===== src/core/safety_out_pkg.sv =====
// Constants for the safety outputs and interrupt block
package safety_out_pkg;

  // ==========================================================
  // Clock and timing
  localparam int CLK_PERIOD_NS    = 10;
  localparam int ERR_SHORT_TIME_US = 100;
  localparam int ERR_LONG_TIME_US  = 200;
  localparam int INT_BLANK_TIME_US = 500;
  localparam int ERR_SHORT_CYC =
    (ERR_SHORT_TIME_US * 1000) / CLK_PERIOD_NS;
  localparam int ERR_LONG_CYC  =
    (ERR_LONG_TIME_US * 1000) / CLK_PERIOD_NS;
  localparam int INT_BLANK_CYC =
    (INT_BLANK_TIME_US * 1000 + CLK_PERIOD_NS - 1) / CLK_PERIOD_NS;
  localparam int CNT_W = 16;

  // ==========================================================
  // Register offsets (6-bit register address)
  localparam logic [5:0] ADDR_INT_REQ    = 6'h07;
  localparam logic [5:0] ADDR_INT_CLR    = 6'h0b;
  localparam logic [5:0] ADDR_INT_MASK   = 6'h10;
  localparam logic [5:0] ADDR_PIN_LEVEL  = 6'h15;

  // ==========================================================
  // Field positions of pin_level_and_error_mode
  localparam int BIT_IND_LEVEL   = 5;
  localparam int BIT_EXT_LEVEL   = 4;
  localparam int BIT_TOGGLE_SEL  = 1;
  localparam int BIT_ERR_FORMAT  = 0;
  localparam logic [7:0] PIN_LEVEL_RST   = 8'h30;
  localparam logic [7:0] PIN_LEVEL_WMASK = 8'h33;

  // ==========================================================
  // Field positions of the diagnosis interrupt request register
  localparam int BIT_DUMMY       = 7;
  localparam int BIT_FAIL_MON    = 3;
  localparam int BIT_CTL_MON     = 2;
  localparam int BIT_IND_MON     = 1;
  localparam int BIT_RST_MON     = 0;
  localparam logic [7:0] INT_REQ_RST  = 8'h00;
  localparam logic [7:0] INT_MASK_RST = 8'h00;
  localparam logic [7:0] INT_USED     = 8'h8f;

endpackage


===== src/core/safety_outputs_and_interrupt.sv =====
// Safety status outputs, error input monitor and interrupt output
//
// How it works
// - indicator pin goes low while the I/O rail is below threshold.
// - indicator level bit drives the pin, only after pin first went high.
// - safety-fail output low while either error input shows error.
// - detected error pulls reset low only if its reset option enabled.
// - static format (bit0 clear): low error input counts as error.
// - dynamic format: no toggle for selected timeout counts as error.
// - error monitoring starts only after the input first rose high.
// - safety-fail output held low while reset output is low.
// - control pin goes high once a watchdog start is requested.
// - any reset, expiry included, drives control pin low.
// - in question-answer mode, control pin high only after monitoring.
// - masked expiry drops control pin only, until watchdog restarts.
// - watchdog suspended by rail undervoltage drives control pin low.
// - control level bit drives the pin, only after watchdog started.
// - timeout select bit: set 100 us, clear 200 us, dynamic only.
// - static format uses a fixed 100 us expiry time.
// - factor latches into status and asserts the interrupt output.
// - host clears by writing ones; output stays released once all unmasked factors cleared.
// - masked factors still latch but do not assert the interrupt.
// - after a clear, interrupt stays released 500 us, then reasserts.
// - pin monitors raise diagnosis factors on a pin fault.
// - writable intentional bit raises a factor for connection check.
// - interrupt output active low while unmasked factors are latched.
`timescale 1ns/100ps

module safety_outputs_and_interrupt
  import safety_out_pkg::*;
#(
  parameter int ERR_SHORT_CYCLES = ERR_SHORT_CYC, // 100 us in cycles
  parameter int ERR_LONG_CYCLES  = ERR_LONG_CYC,  // 200 us in cycles
  parameter int BLANK_CYCLES     = INT_BLANK_CYC  // 500 us in cycles
)(
  input  wire logic       core_clk,             // 100 MHz clock
  input  wire logic       rst_n,                // Async reset, active low
  input  wire logic       io_rail_undervoltage_flag, // Rail below threshold
  input  wire logic       mcu_error_input_a,    // Error signal A
  input  wire logic       mcu_error_input_b,    // Error signal B
  input  wire logic       error_reset_enable,   // Error may cause reset
  input  wire logic       other_reset_req,      // Any other reset source
  input  wire logic       wd_start_req,         // Watchdog start request
  input  wire logic       question_answer_mode, // Watchdog in QA mode
  input  wire logic       qa_monitor_started,   // QA monitoring running
  input  wire logic       wd_expired,           // Watchdog expiry pulse
  input  wire logic       wd_expiry_reset_mask, // Expiry does not reset
  input  wire logic       fail_pin_sense,       // Read-back of fail pin
  input  wire logic       ctl_pin_sense,        // Read-back of ctl pin
  input  wire logic       ind_pin_sense,        // Read-back of indicator
  input  wire logic       rst_pin_sense,        // Read-back of reset pin
  input  wire logic       reg_wr,               // Register write strobe
  input  wire logic       reg_rd,               // Register read strobe
  input  wire logic [5:0] reg_addr,             // Register address
  input  wire logic [7:0] reg_wdata,            // Register write data
  output logic      [7:0] reg_rdata,            // Register read data
  output logic            low_voltage_indicator_pin, // Indicator pin
  output logic            safety_fail_output,   // Fail pin, active low
  output logic            external_control_pin, // External control pin
  output logic            reset_output_n,       // Reset out, active low
  output logic            interrupt_output_n    // Interrupt, active low
);

  // ==========================================================
  // Register state
  logic [7:0] pin_level_r;
  logic [7:0] int_req_r;
  logic [7:0] int_req_nxt;
  logic [7:0] int_mask_r;
  logic       dummy_r;
  logic [CNT_W-1:0] blank_r;
  logic       wr_pin;
  logic       wr_clr;
  logic       wr_mask;
  logic       wr_req;

  assign wr_pin  = reg_wr && (reg_addr == ADDR_PIN_LEVEL);
  assign wr_clr  = reg_wr && (reg_addr == ADDR_INT_CLR);
  assign wr_mask = reg_wr && (reg_addr == ADDR_INT_MASK);
  assign wr_req  = reg_wr && (reg_addr == ADDR_INT_REQ);

  // Pin level and error format register
  always_ff @(posedge core_clk or negedge rst_n)
  begin
    if (!rst_n)
      pin_level_r <= PIN_LEVEL_RST;
    else if (wr_pin)
      pin_level_r <= reg_wdata & PIN_LEVEL_WMASK;
  end

  // Interrupt mask register
  always_ff @(posedge core_clk or negedge rst_n)
  begin
    if (!rst_n)
      int_mask_r <= INT_MASK_RST;
    else if (wr_mask)
      int_mask_r <= reg_wdata & INT_USED;
  end

  // Intentional interrupt bit, the only writable request bit
  always_ff @(posedge core_clk or negedge rst_n)
  begin
    if (!rst_n)
      dummy_r <= 1'b0;
    else if (wr_req)
      dummy_r <= reg_wdata[BIT_DUMMY];
  end

  // Registered read data, unmapped reads return zero
  always_ff @(posedge core_clk or negedge rst_n)
  begin
    if (!rst_n)
      reg_rdata <= 8'h00;
    else if (reg_rd)
    begin
      case (reg_addr)
        ADDR_INT_REQ:   reg_rdata <= int_req_r;
        ADDR_INT_MASK:  reg_rdata <= int_mask_r;
        ADDR_PIN_LEVEL: reg_rdata <= pin_level_r;
        default:        reg_rdata <= 8'h00;
      endcase
    end
  end

  // ==========================================================
  // Error input monitor, one channel per input
  logic [1:0] err_in;
  logic [1:0] err_det;
  logic [CNT_W-1:0] err_limit;
  logic       dyn_mode;

  assign err_in   = {mcu_error_input_b, mcu_error_input_a};
  assign dyn_mode = pin_level_r[BIT_ERR_FORMAT];
  // Expiry: static fixed short, dynamic by select bit
  assign err_limit = (dyn_mode && !pin_level_r[BIT_TOGGLE_SEL]) ?
                     CNT_W'(ERR_LONG_CYCLES) :
                     CNT_W'(ERR_SHORT_CYCLES);

  genvar gi;
  generate
    for (gi = 0; gi < 2; gi++)
    begin : g_err
      logic             meta_r;
      logic             sync_r;
      logic             prev_r;
      logic             armed_r;
      logic [CNT_W-1:0] cnt_r;

      // Two-stage synchroniser and edge history
      always_ff @(posedge core_clk or negedge rst_n)
      begin
        if (!rst_n)
        begin
          meta_r <= 1'b0;
          sync_r <= 1'b0;
          prev_r <= 1'b0;
        end
        else
        begin
          meta_r <= err_in[gi];
          sync_r <= meta_r;
          prev_r <= sync_r;
        end
      end

      // Arm after the input first reads high
      always_ff @(posedge core_clk or negedge rst_n)
      begin
        if (!rst_n)
          armed_r <= 1'b0;
        else if (sync_r)
          armed_r <= 1'b1;
      end

      // Timeout counter, saturates at the limit
      always_ff @(posedge core_clk or negedge rst_n)
      begin
        if (!rst_n)
          cnt_r <= '0;
        else if (!armed_r)
          cnt_r <= '0;
        else if (dyn_mode ? (sync_r != prev_r) : sync_r)
          cnt_r <= '0;
        else if (cnt_r < err_limit)
          cnt_r <= cnt_r + CNT_W'(1);
      end

      assign err_det[gi] = armed_r && (cnt_r >= err_limit);
    end
  endgenerate

  // ==========================================================
  // Reset output and safety-fail output
  logic any_err;
  logic expiry_reset;
  assign any_err      = |err_det;
  assign expiry_reset = wd_expired && !wd_expiry_reset_mask;

  // Reset low on a reset source or on an enabled error
  always_ff @(posedge core_clk or negedge rst_n)
  begin
    if (!rst_n)
      reset_output_n <= 1'b0;
    else
      reset_output_n <= !(other_reset_req || expiry_reset ||
                          (any_err && error_reset_enable));
  end

  // Fail pin low on error or while reset is low
  always_ff @(posedge core_clk or negedge rst_n)
  begin
    if (!rst_n)
      safety_fail_output <= 1'b0;
    else
      safety_fail_output <= !any_err &&
                            reset_output_n;
  end

  // ==========================================================
  // Low-voltage indicator
  logic ind_high_seen_r;

  always_ff @(posedge core_clk or negedge rst_n)
  begin
    if (!rst_n)
      ind_high_seen_r <= 1'b0;
    else if (low_voltage_indicator_pin)
      ind_high_seen_r <= 1'b1;
  end

  always_ff @(posedge core_clk or negedge rst_n)
  begin
    if (!rst_n)
      low_voltage_indicator_pin <= 1'b0;
    else if (io_rail_undervoltage_flag)
      low_voltage_indicator_pin <= 1'b0;
    else if (ind_high_seen_r)
      low_voltage_indicator_pin <= pin_level_r[BIT_IND_LEVEL];
    else
      low_voltage_indicator_pin <= 1'b1;
  end

  // ==========================================================
  // External control pin follows watchdog run state
  logic wd_run_r;
  logic wd_go;
  assign wd_go = question_answer_mode ? qa_monitor_started
                                      : wd_start_req;

  always_ff @(posedge core_clk or negedge rst_n)
  begin
    if (!rst_n)
      wd_run_r <= 1'b0;
    else if (!reset_output_n || wd_expired ||
             io_rail_undervoltage_flag)
      wd_run_r <= 1'b0;
    else if (wd_go)
      wd_run_r <= 1'b1;
  end

  always_ff @(posedge core_clk or negedge rst_n)
  begin
    if (!rst_n)
      external_control_pin <= 1'b0;
    else
      external_control_pin <= wd_run_r && reset_output_n &&
                              !io_rail_undervoltage_flag &&
                              pin_level_r[BIT_EXT_LEVEL];
  end

  // ==========================================================
  // Pin monitors: fault when a pin, stable for a cycle, reads back wrong
  logic [3:0] drv_now;
  logic [3:0] drv_prev_r;
  logic [3:0] sense;
  logic [3:0] pin_fault;
  assign drv_now = {safety_fail_output, external_control_pin,
                    low_voltage_indicator_pin, reset_output_n};
  assign sense   = {fail_pin_sense, ctl_pin_sense,
                    ind_pin_sense, rst_pin_sense};

  always_ff @(posedge core_clk or negedge rst_n)
  begin
    if (!rst_n)
      drv_prev_r <= 4'h0;
    else
      drv_prev_r <= drv_now;
  end

  assign pin_fault = (drv_now ~^ drv_prev_r) & (sense ^ drv_now);

  // ==========================================================
  // Interrupt factors: set wins over a clear in the same cycle
  always_comb
  begin
    int_req_nxt = int_req_r;
    if (wr_clr)
      int_req_nxt = int_req_nxt & ~reg_wdata;
    int_req_nxt[BIT_DUMMY] = int_req_nxt[BIT_DUMMY] | dummy_r;
    int_req_nxt[BIT_FAIL_MON:BIT_RST_MON] =
      int_req_nxt[BIT_FAIL_MON:BIT_RST_MON] | pin_fault;
  end

  always_ff @(posedge core_clk or negedge rst_n)
  begin
    if (!rst_n)
      int_req_r <= INT_REQ_RST;
    else
      int_req_r <= int_req_nxt & INT_USED;
  end

  // Blanking window restarted by every clear write
  always_ff @(posedge core_clk or negedge rst_n)
  begin
    if (!rst_n)
      blank_r <= '0;
    else if (wr_clr)
      blank_r <= CNT_W'(BLANK_CYCLES);
    else if (blank_r != '0)
      blank_r <= blank_r - CNT_W'(1);
  end

  // Active low while an unmasked factor is latched and not blanked
  always_ff @(posedge core_clk or negedge rst_n)
  begin
    if (!rst_n)
      interrupt_output_n <= 1'b1;
    else
      interrupt_output_n <= !((|(int_req_r & ~int_mask_r)) &&
                              (blank_r == '0));
  end

endmodule // safety_outputs_and_interrupt


===== config.mk =====
export PLATFORM = sky130hd
export DESIGN_NAME = safety_outputs_and_interrupt
export DESIGN_NICKNAME = d
export VERILOG_FILES = /design/src/core/safety_out_pkg.sv /design/src/core/safety_outputs_and_interrupt.sv
export SDC_FILE = /design/constraint.sdc
export NUM_CORES = 1
export LEC_CHECK = 0
export ABC_AREA = 0
export BUFFER_PORTS_ARGS = -buffer_cell sky130_fd_sc_hd__clkbuf_2
export CAP_MARGIN = 5
export CORE_UTILIZATION = 54
export DETAILED_ROUTE_END_ITERATION = 7
export MAX_ROUTING_LAYER = met4
export PLACE_DENSITY = 0.88
export SLEW_MARGIN = 5
export SYNTH_ARGS = -nofsm -noshare
export SYNTH_HDL_FRONTEND = slang
export SYNTH_SLANG_ARGS = --single-unit

===== constraint.sdc =====
create_clock -name core_clk -period 2.6 [get_ports core_clk]
set_input_delay 0.39 -clock core_clk [delete_from_list [all_inputs] [get_ports core_clk]]
set_output_delay 0.39 -clock core_clk [all_outputs]
set_load 0.02 [all_outputs]

# Word level (Yosys, flattened, before mapping)
# Index checks and enable logic that the tools add are counted.
# W data, S select, Z words.
totals:
  reg_bits: 90
  input_bits: 32
classes:
  add_sub_neg: 3
  magnitude_cmp: 4
  n_eq_ne: 8
  muxes: 18
  bitwise_logic: 9
  n_reduce_logical: 31
ops:
  columns: ["operator", "count"]
  rows:
  - ["$mux W16", 8]
  - ["$add A16 B1 Y16 const B", 2]
  - ["$ge A16 B15 Y1", 2]
  - ["$lt A16 B15 Y1", 2]
  - ["$pmux W8 S3", 1]
  - ["$and A8 B8 Y8", 2]
  - ["$logic_not A16 Y1", 1]
  - ["$not A8 Y8", 2]
  - ["$reduce_bool A16 Y1", 1]
  - ["$sub A16 B1 Y16 const B", 1]
  - ["$mux W15", 1]
  - ["$logic_and A1 B1 Y1", 14]
  - ["$eq A6 B5 Y1 const B", 2]
  - ["$mux W8", 1]
  - ["$reduce_or A8 Y1", 1]
  - ["$logic_not A1 Y1", 7]
  - ["$mux W1", 7]
  - ["$eq A6 B3 Y1 const B", 1]
  - ["$eq A6 B4 Y1 const B", 1]
  - ["$ne A3 B1 Y1 const B", 2]
  - ["$and A4 B4 Y4", 1]
  - ["$logic_or A1 B1 Y1", 4]
  - ["$or A4 B4 Y4", 1]
  - ["$reduce_bool A2 Y1", 2]
  - ["other kinds (5)", 6]

# Depth between registers and ports, before layout
# Gate-level depths: netlist of the first run.
depth:
  word_depth: 9
  mapped_depth: 10
  mapped_depth_nobuf: 8

# Least setup slack after synthesis of the first run
# Ideal clock, no wire load.
synth_path:
  kind: "flip-flop to flip-flop"
  startpoint: "register pin_level_r[1]"
  endpoint: "register reset_output_n"
  arrival_time_ns: 2.409
  t_required_ns: 2.501
  slack_ns: 0.091
  stages_incl_launch_ff: 9
  path_buffers: 1
  cell_sequence: "dfrtp_1 and2b_1 inv_1 ha_1 a2111oi_1 or3_1 clkbuf_1 a31oi_1 a311oi_1"
synth_between:
  elab_chain_len: 9
  elab_cells_between_ends: 11
synth_rtl:
  columns: ["item", "line", "text"]
  rows:
  - ["start: declaration", "safety_outputs_and_interrupt.sv:66", "logic [7:0] pin_level_r;"]
  - ["start signal: assignment", "safety_outputs_and_interrupt.sv:88", "pin_level_r <= reg_wdata & PIN_LEVEL_WMASK;"]
  - ["$logic_not A1 Y1 (*)", "safety_outputs_and_interrupt.sv:135", "assign err_limit = (dyn_mode && !pin_level_r[BIT_TOGGLE_SEL]) ?"]
  - ["$logic_and A1 B1 Y1 (*)", "safety_outputs_and_interrupt.sv:135", null]
  - ["$mux W15 (*)", "safety_outputs_and_interrupt.sv:135", null]
  - ["$ge A16 B15 Y1", "safety_outputs_and_interrupt.sv:188", "assign err_det[gi] = armed_r && (cnt_r >= err_limit);"]
  - ["$logic_and A1 B1 Y1", "safety_outputs_and_interrupt.sv:188", null]
  - ["$reduce_or A2 Y1 (*)", "safety_outputs_and_interrupt.sv:196", "assign any_err = |err_det;"]
  - ["$logic_and A1 B1 Y1 (*)", "safety_outputs_and_interrupt.sv:206", "(any_err && error_reset_enable));"]
  - ["$logic_or A1 B1 Y1 (*)", "safety_outputs_and_interrupt.sv:205", "reset_output_n <= !(other_reset_req || expiry_reset ||"]
  - ["$logic_not A1 Y1 (*)", "safety_outputs_and_interrupt.sv:205", null]
  - ["end signal: assignment", "safety_outputs_and_interrupt.sv:205", null]
  - ["end: declaration", "safety_outputs_and_interrupt.sv:60", "output logic reset_output_n,"]
# Mark *: on every way between the ends. The rest lies on a longest branch, timed or not.
# A chain may end at the register's enable or synchronous reset.

# Worst setup path after layout of the first run
layout_path:
  startpoint: "register pin_level_r[1]"
  endpoint: "register g_err[0].cnt_r[9]"
layout_between:
  elab_chain_len: 5
layout_rtl:
  columns: ["item", "line", "text"]
  rows:
  - ["$logic_not A1 Y1", "safety_outputs_and_interrupt.sv:135", null]
  - ["$logic_and A1 B1 Y1", "safety_outputs_and_interrupt.sv:135", null]
  - ["$mux W15", "safety_outputs_and_interrupt.sv:135", null]
  - ["$lt A16 B15 Y1", "safety_outputs_and_interrupt.sv:184", "else if (cnt_r < err_limit)"]
  - ["$ne A3 B1 Y1 (no line)", null, null]
  - ["end signal: assignment", "safety_outputs_and_interrupt.sv:185", "cnt_r <= cnt_r + CNT_W'(1);"]
  - ["end: declaration", "safety_outputs_and_interrupt.sv:147", "logic [CNT_W-1:0] cnt_r;"]
# Every way passes these cells.

==> results.py, run 1 <==
metrics = {
    "critical_path": {
        "reg2reg_from": "pin_level_r[1]",
        "critPathMaxFanout": 9,
        "reg2regPathDepth": 10,
        "setup.worst_path.class": "flip-flop to flip-flop",
        "cp_data_arrival_time_ns": 2.84,
        "timing.rr.end": "g_err[0].cnt_r[9]",
        "endpoint_kind": "flip-flop",
        "r2r_slack_ns": 0.05,
        "required_ns": 2.89,
        "startpoint_type": "flip-flop",
    },
    "sta": {
        "setup_viol": 0,
        "period_share": 0.980,
        "tightest_slew_ns": 0.724,
        "fmax_mhz": 393,
        "report.final.hold_viol_count": 0,
        "period_minus_slack_ns": 2.55,
        "finalClockSkew_ns": 0.0188,
        "whs_ns": 0.00290,
        "drv_slew": 0,
        "slew_headroom": 0.514,
    },
    "cells_and_area": {
        "diodes": 0,
        "drive_gt1_frac": 0.238,
        "fin_area_mm2": 0.00548,
        "seqCellArea_mm2": 0.00223,
        "nNetsFinal": 595,
        "area_growth_pct": 16.1,
        "stdcell_count": 660,
        "fillers": 607,
        "post-route-util": 0.657,
        "multi_input_area_mm2": 0.00240,
    },
    "yosys": {
        "synth.distinct_cells": 64,
        "synth_top_cell_by_area": "dfrtp_1",
        "synth.area.top_cells": "dfrtp_1 (46%), nand2_1 (4.4%), a21oi_1 (3.5%), ha_1 (3.4%), nor2_1 (2.5%)",
        "yosys.cell_count.top_type": "dfrtp_1",
        "yosysTopAreaCellShare": 0.456,
        "synth_area_mm2": 0.00472,
        "netlist_instances": 484,
        "syn_area_per_cell_um2": 9.75,
        "synth_nets": 529,
        "async_flop_share": 1.00,
        "ys_ff_latch": 89,
        "yosysWarnings": 0,
        "synth_commonest_cells": "dfrtp_1 (86), nand2_1 (55), a21oi_1 (33)",
        "synth-main-ff-cell": "dfrtp_1",
        "ys_seq_area_frac": 0.473,
        "synth-edff-count": 0,
    },
    "pwr": {
        "p_switching_mw": 0.998,
        "power_switching_share": 0.322,
        "p_int_mw": 2.10,
        "p_comb_frac": 0.170,
        "cellPowerDensity_mw_per_mm2": 565,
        "sequentialPowerShare": 0.525,
        "p_leak_nw": 2.35,
        "clockPowerShare": 0.304,
        "ir_drop_v": 0.000249,
    },
    "floorplanning": {
        "die_area_mm2": 0.00912,
        "core_area_mm2": 0.00834,
        "die_y_um": 95.5,
        "initial_core_util": 0.566,
        "die_x_um": 95.5,
        "io_pins": 45,
        "rows": 33,
    },
    "global_routing": {
        "grt_antenna_before_repair": 0,
        "grt_usage": 0.262,
        "globalRouteOverflowTotal": 0,
        "grt_first_pass_wirelength_mm": 18.0,
        "grt_pass1_vias": 4026,
        "grt_max_degree": 46,
    },
    "cts": {
        "cts_tree": "built",
        "path_clk_slew_ns": 0.10,
        "numCtsBuffers": 9,
        "cts_buffer_depth": 2,
        "htreeDepth": 3,
        "clk_latency_ns": 0.37,
        "root_buffer": "clkbuf_8",
        "cts_sinks": 89,
        "hold_buffers": 0,
    },
    "routing": {
        "routed_via_density": 6.31,
        "wl_per_cell_um": 17.3,
        "drt-initial-drc-count": 254,
        "routed_wl_mm": 11.4,
        "drc_errors": 0,
        "dr.pass1.iters": 5,
        "vias": 4165,
        "final_antenna_net_count": 0,
    },
    "worst_hold_path": {
        "worstHoldPathType": "input port to asynchronous set/reset pin",
    },
    "flow_run": {
        "max-cap-violations": 0,
    },
    "placement": {
        "placed_cells_incl_taps": 640,
        "io_buffers": 42,
        "hpwl_mm": 7.88,
        "place.gp.congestion": 0.882,
        "dpl_cell_area_mm2": 0.00518,
    },
    "outcome": {
        "status": "complete, no violations",
    },
}
==> worst max-delay path, cell delays in order (launching register included) <==
cell	delay, ns
dfrtp_1	0.39
and2b_2	0.26
inv_4	0.08
ha_1	0.29
and4_4	0.21
nor4_4	0.20
buf_4	0.18
buf_4	0.12
o21ai_4	0.09
or4_1	0.49
a21oi_1	0.15
==> registers in the layout (all words and copies together), names as in the netlist, 2 cells and up <==
| register | flops |
|---|---|
| g_err.sync_r | 2 |
| int_mask_r | 5 |
| reg_rdata | 7 |
| drv_prev_r | 4 |
| int_req_r | 5 |
| blank_r | 16 |
| g_err.armed_r | 2 |
| g_err.cnt_r | 32 |
| g_err.meta_r | 2 |
| pin_level_r | 4 |
| g_err.prev_r | 2 |
==> worst max path at each step <==
| stage | from | to | slack, ns | depth (start not counted) |
|---|---|---|---|---|
| after global placement | pin_level_r[0] | g_err[0].cnt_r[14] | 0.10 | 8 |
| after CTS | pin_level_r[1] | g_err[0].cnt_r[14] | -0.05 | 8 |
| final | pin_level_r[1] | g_err[0].cnt_r[9] | 0.05 | 10 |
| after floorplan | pin_level_r[1] | reset_output_n | 0.09 | 8 |
| after global routing | pin_level_r[1] | g_err[0].cnt_r[9] | -0.05 | 10 |
| after detailed placement | pin_level_r[1] | g_err[1].cnt_r[10] | -0.11 | 8 |
==> what timing repair did <==
action	4_1_cts	5_1_grt
resized for setup	3	17
setup buffers	0	4
pin swaps	0	2
setup endpoints to repair	20	21
cloned	0	0
hold endpoints to repair	0	0
==> cells in the final DEF (no fill, tap or decap), types with 5 or more instances in the layout <==
master | netlist | routed
nor3_1 | 8 | 8
nand3_1 | 19 | 19
buf_4 | 3 | 26
dfrtp_1 | 86 | 86
and3_1 | 7 | 7
ha_1 | 13 | 13
mux2i_1 | 10 | 10
a21oi_1 | 33 | 30
inv_1 | 28 | 27
clkbuf_8 | 0 | 9
nand4_1 | 9 | 9
o211ai_1 | 7 | 7
or4_1 | 12 | 11
or3_1 | 9 | 8
nor4_1 | 7 | 7
mux2_2 | 10 | 10
a211oi_1 | 5 | 5
o21ai_0 | 17 | 16
nand2b_1 | 10 | 10
clkbuf_2 | 0 | 41
nand2_1 | 55 | 55
xnor2_1 | 5 | 5
o31ai_1 | 12 | 11
nor2_1 | 31 | 31
==> power groups by stage <==
stage | clock, mW | combinational, mW | sequential, mW
6_report | 0.943 | 0.528 | 1.63
3_3_place_gp | 0 | 0.464 | 1.63
2_1_floorplan | 0 | 0.323 | 1.63
3_5_place_dp | 0 | 0.498 | 1.64
5_1_grt | 1.01 | 0.582 | 1.64
4_1_cts | 0.948 | 0.514 | 1.62
==> cell families after synthesis <==
kind of cell | synth area share
xor+xnor | 0.0167
buf+inv | 0.0353
mux | 0.0451
other cells | 0.000795
fa+ha+maj | 0.0345
compound gates | 0.156
simple gates | 0.239
flops | 0.473
==> area by class of cell <==
cell class,count,share of cell area
Clock buffer,9,0.0226
Clock inverter,7,0.0130
Inverter,28,0.0196
Multi-Input combinational cell,354,0.437
Sequential cell,89,0.407
Tap cell,105,0.0240
Timing Repair Buffer,68,0.0767
==> layer usage <==
metal / vias to the layer above / routed length, µm / global-route usage / share of wire
met2: 199 / 5800 / 0.446 / 0.51
met5: - / 0 / - / 0
li1: 1909 / - / - / -
met4: 0 / 323 / 0.121 / 0.028
met1: 2017 / 4560 / 0.306 / 0.40
met3: 40 / 719 / 0.0383 / 0.063
==> stage by stage <==
step / setup TNS, ns / total power, mW / worst slack, ns
after floorplan: 0 / 1.95 / 0.0912
after global placement: 0 / 2.09 / 0.102
after detailed placement: -0.611 / 2.14 / -0.106
after CTS: -0.268 / 3.08 / -0.0521
after global routing: -0.161 / 3.23 / -0.0473
final: 0 / 3.10 / 0.0525
(Power assumes the default switching activity.)
==> run 2, diff against run 1 <==
--- a/config.mk
+++ b/config.mk
@@ -8,10 +8,10 @@
 export ABC_AREA = 0
 export BUFFER_PORTS_ARGS = -buffer_cell sky130_fd_sc_hd__clkbuf_2
 export CAP_MARGIN = 5
-export CORE_UTILIZATION = 54
+export CORE_UTILIZATION = 30
 export DETAILED_ROUTE_END_ITERATION = 7
 export MAX_ROUTING_LAYER = met4
-export PLACE_DENSITY = 0.88
+export PLACE_DENSITY = 0.59
 export SLEW_MARGIN = 5
 export SYNTH_ARGS = -nofsm -noshare
 export SYNTH_HDL_FRONTEND = slang
==> run 2 against run 1 <==
Effect of this change: clock skew down 0.0084 ns; cell area up 4.5%; worst setup slack better by 0.045 ns; critical endpoint is now g_err[0].cnt_r[4]; largest cell class unchanged; highest routed layer unchanged.
==> results.py, run 2 (synthesis gave the netlist of run 1 again) <==
metrics = {
    "outcome": {
        "status": "complete, no violations",
    },
    "cells_and_area": {
        "post-route-util": 0.376,
        "final_common_cell": "dfrtp_1",
        "top_regs": "g_err.cnt_r (32), blank_r (16), reg_rdata (7)",
        "regMostFlops": "g_err.cnt_r",
        "fin_area_mm2": 0.00573,
        "drive_gt1_frac": 0.232,
        "diodes": 0,
        "largest_reg_flops": 32,
        "area_growth_pct": 21.4,
        "layout_common_cells": "dfrtp_1 (86), nand2_1 (55), clkbuf_2 (41)",
        "nNetsFinal": 597,
    },
    "floorplanning": {
        "rows": 45,
        "initial_core_util": 0.309,
        "io_pins": 45,
        "die_x_um": 127,
        "die_area_mm2": 0.0162,
        "die_y_um": 127,
        "core_area_mm2": 0.0153,
    },
    "pwr": {
        "p_leak_nw": 2.41,
        "total_power_mw": 3.41,
        "cellPowerDensity_mw_per_mm2": 596,
        "ir_drop_v": 0.000306,
    },
    "global_routing": {
        "globalRouteOverflowTotal": 0,
        "grt_antenna_before_repair": 0,
        "grt_max_degree": 48,
        "grt_first_pass_wirelength_mm": 18.8,
        "grt_pass1_vias": 3908,
        "grt_usage": 0.148,
    },
    "cts": {
        "hold_buffers": 0,
        "cts_sinks": 89,
        "numCtsBuffers": 9,
        "root_buffer": "clkbuf_16",
        "cts_buffer_depth": 2,
        "htreeDepth": 3,
        "cts_tree": "built",
        "path_clk_slew_ns": 0.07,
        "clk_latency_ns": 0.35,
    },
    "placement": {
        "dpl_cell_area_mm2": 0.00536,
        "place.gp.congestion": 0.859,
        "hpwl_mm": 7.97,
        "dp_slack_ns": -0.00623,
        "io_buffers": 42,
    },
    "routing": {
        "wl_per_cell_um": 14.4,
        "routed_via_density": 5.19,
        "dr.pass1.iters": 4,
        "final_antenna_net_count": 0,
        "vias": 3988,
        "routed_wl_mm": 11.0,
        "drc_errors": 0,
        "drt-initial-drc-count": 172,
    },
    "flow_run": {
        "max-cap-violations": 0,
    },
    "sta": {
        "slew_headroom": 0.463,
        "period_share": 0.962,
        "tightest_slew_ns": 0.801,
        "drv_slew": 0,
        "fmax_mhz": 400,
        "whs_ns": 0.0300,
        "report.final.hold_viol_count": 0,
        "finalClockSkew_ns": 0.0104,
        "setup_viol": 0,
        "setup_ws_ns": 0.0978,
        "period_minus_slack_ns": 2.50,
    },
    "critical_path": {
        "r2r_slack_ns": 0.1,
        "setup.worst_path.class": "flip-flop to flip-flop",
        "crit_start": "pin_level_r[1]",
        "critPathMaxFanout": 8,
        "required_ns": 2.87,
        "crit_end": "g_err[0].cnt_r[4]",
        "endpoint_kind": "flip-flop",
        "reg2reg_from": "pin_level_r[1]",
        "cp_data_arrival_time_ns": 2.77,
        "reg2regPathDepth": 9,
        "startpoint_type": "flip-flop",
        "timing.rr.end": "g_err[0].cnt_r[4]",
    },
    "worst_hold_path": {
        "worstHoldPathType": "input port to asynchronous set/reset pin",
    },
}
-- run 2: cell types whose count changed in the layout (fill, tap and decap cells not counted), moves of 2 or more --
cell,previous run,this run
clkinvlp_4,2,0
clkbuf_16,0,9
clkbuf_8,9,0
clkinv_4,1,3
-- run 2: power by group --
group,leakage (nW),internal (mW),switching (mW)
clock network,0.147,0.678,0.611
logic,1.16,0.219,0.292
registers,1.11,1.51,0.108
-- run 2: how the worst min path moves through the flow --
| stage | from | to | slack, ns | cells after the start |
|---|---|---|---|---|
| floorplan | rst_n | blank_r[0] | 0.09 | 0 |
| global placement | g_err[1].meta_r | g_err[1].sync_r | 0.34 | 0 |
| detailed placement | g_err[1].meta_r | g_err[1].sync_r | 0.34 | 0 |
| CTS | rst_n | blank_r[14] | 0.05 | 1 |
| global route | rst_n | blank_r[14] | 0.07 | 1 |
| finish | rst_n | blank_r[14] | 0.03 | 1 |
-- run 2: worst max-delay path: stages (launching register included) --
cell and delay, ns:
dfrtp_1 0.38, and2b_2 0.25, inv_4 0.07, ha_1 0.29, and4_1 0.23, nor4_4 0.21
buf_4 0.19, o21ai_4 0.09, or4_1 0.53, a21oi_1 0.17
-- run 2: through the flow --
step                      setup TNS [ns]  cells
after CTS                         -0.265    767
after floorplan                        0    484
final                                  0    768
after global routing             -0.0659    768
after detailed placement         -0.0109    751
after global placement                 0    751
-- run 2: metal layers --
layer	GRT usage	wire, µm
met1	0.179	4960
met2	0.239	5440
met3	0.0389	465
met4	0.0497	169
met5	-	0
-- run 2: layout make-up --
cell class              count  area [µm²]
well taps                 211         264
inverters                  28         108
flip-flops and latches     89        2230
clock inverters             7        73.8
clock buffers               9         225
fillers                  1506        9530
multi-input cells         354        2380
repair buffers             70         448
-- run 2: repair_timing --
item / 4_1_cts / 5_1_grt
gates cloned: 0 / 0
pin swaps: 0 / 2
hold endpoints to repair: 0 / 0
buffers inserted: 0 / 1
endpoints found under the setup margin: 11 / 24
resized for setup: 1 / 14
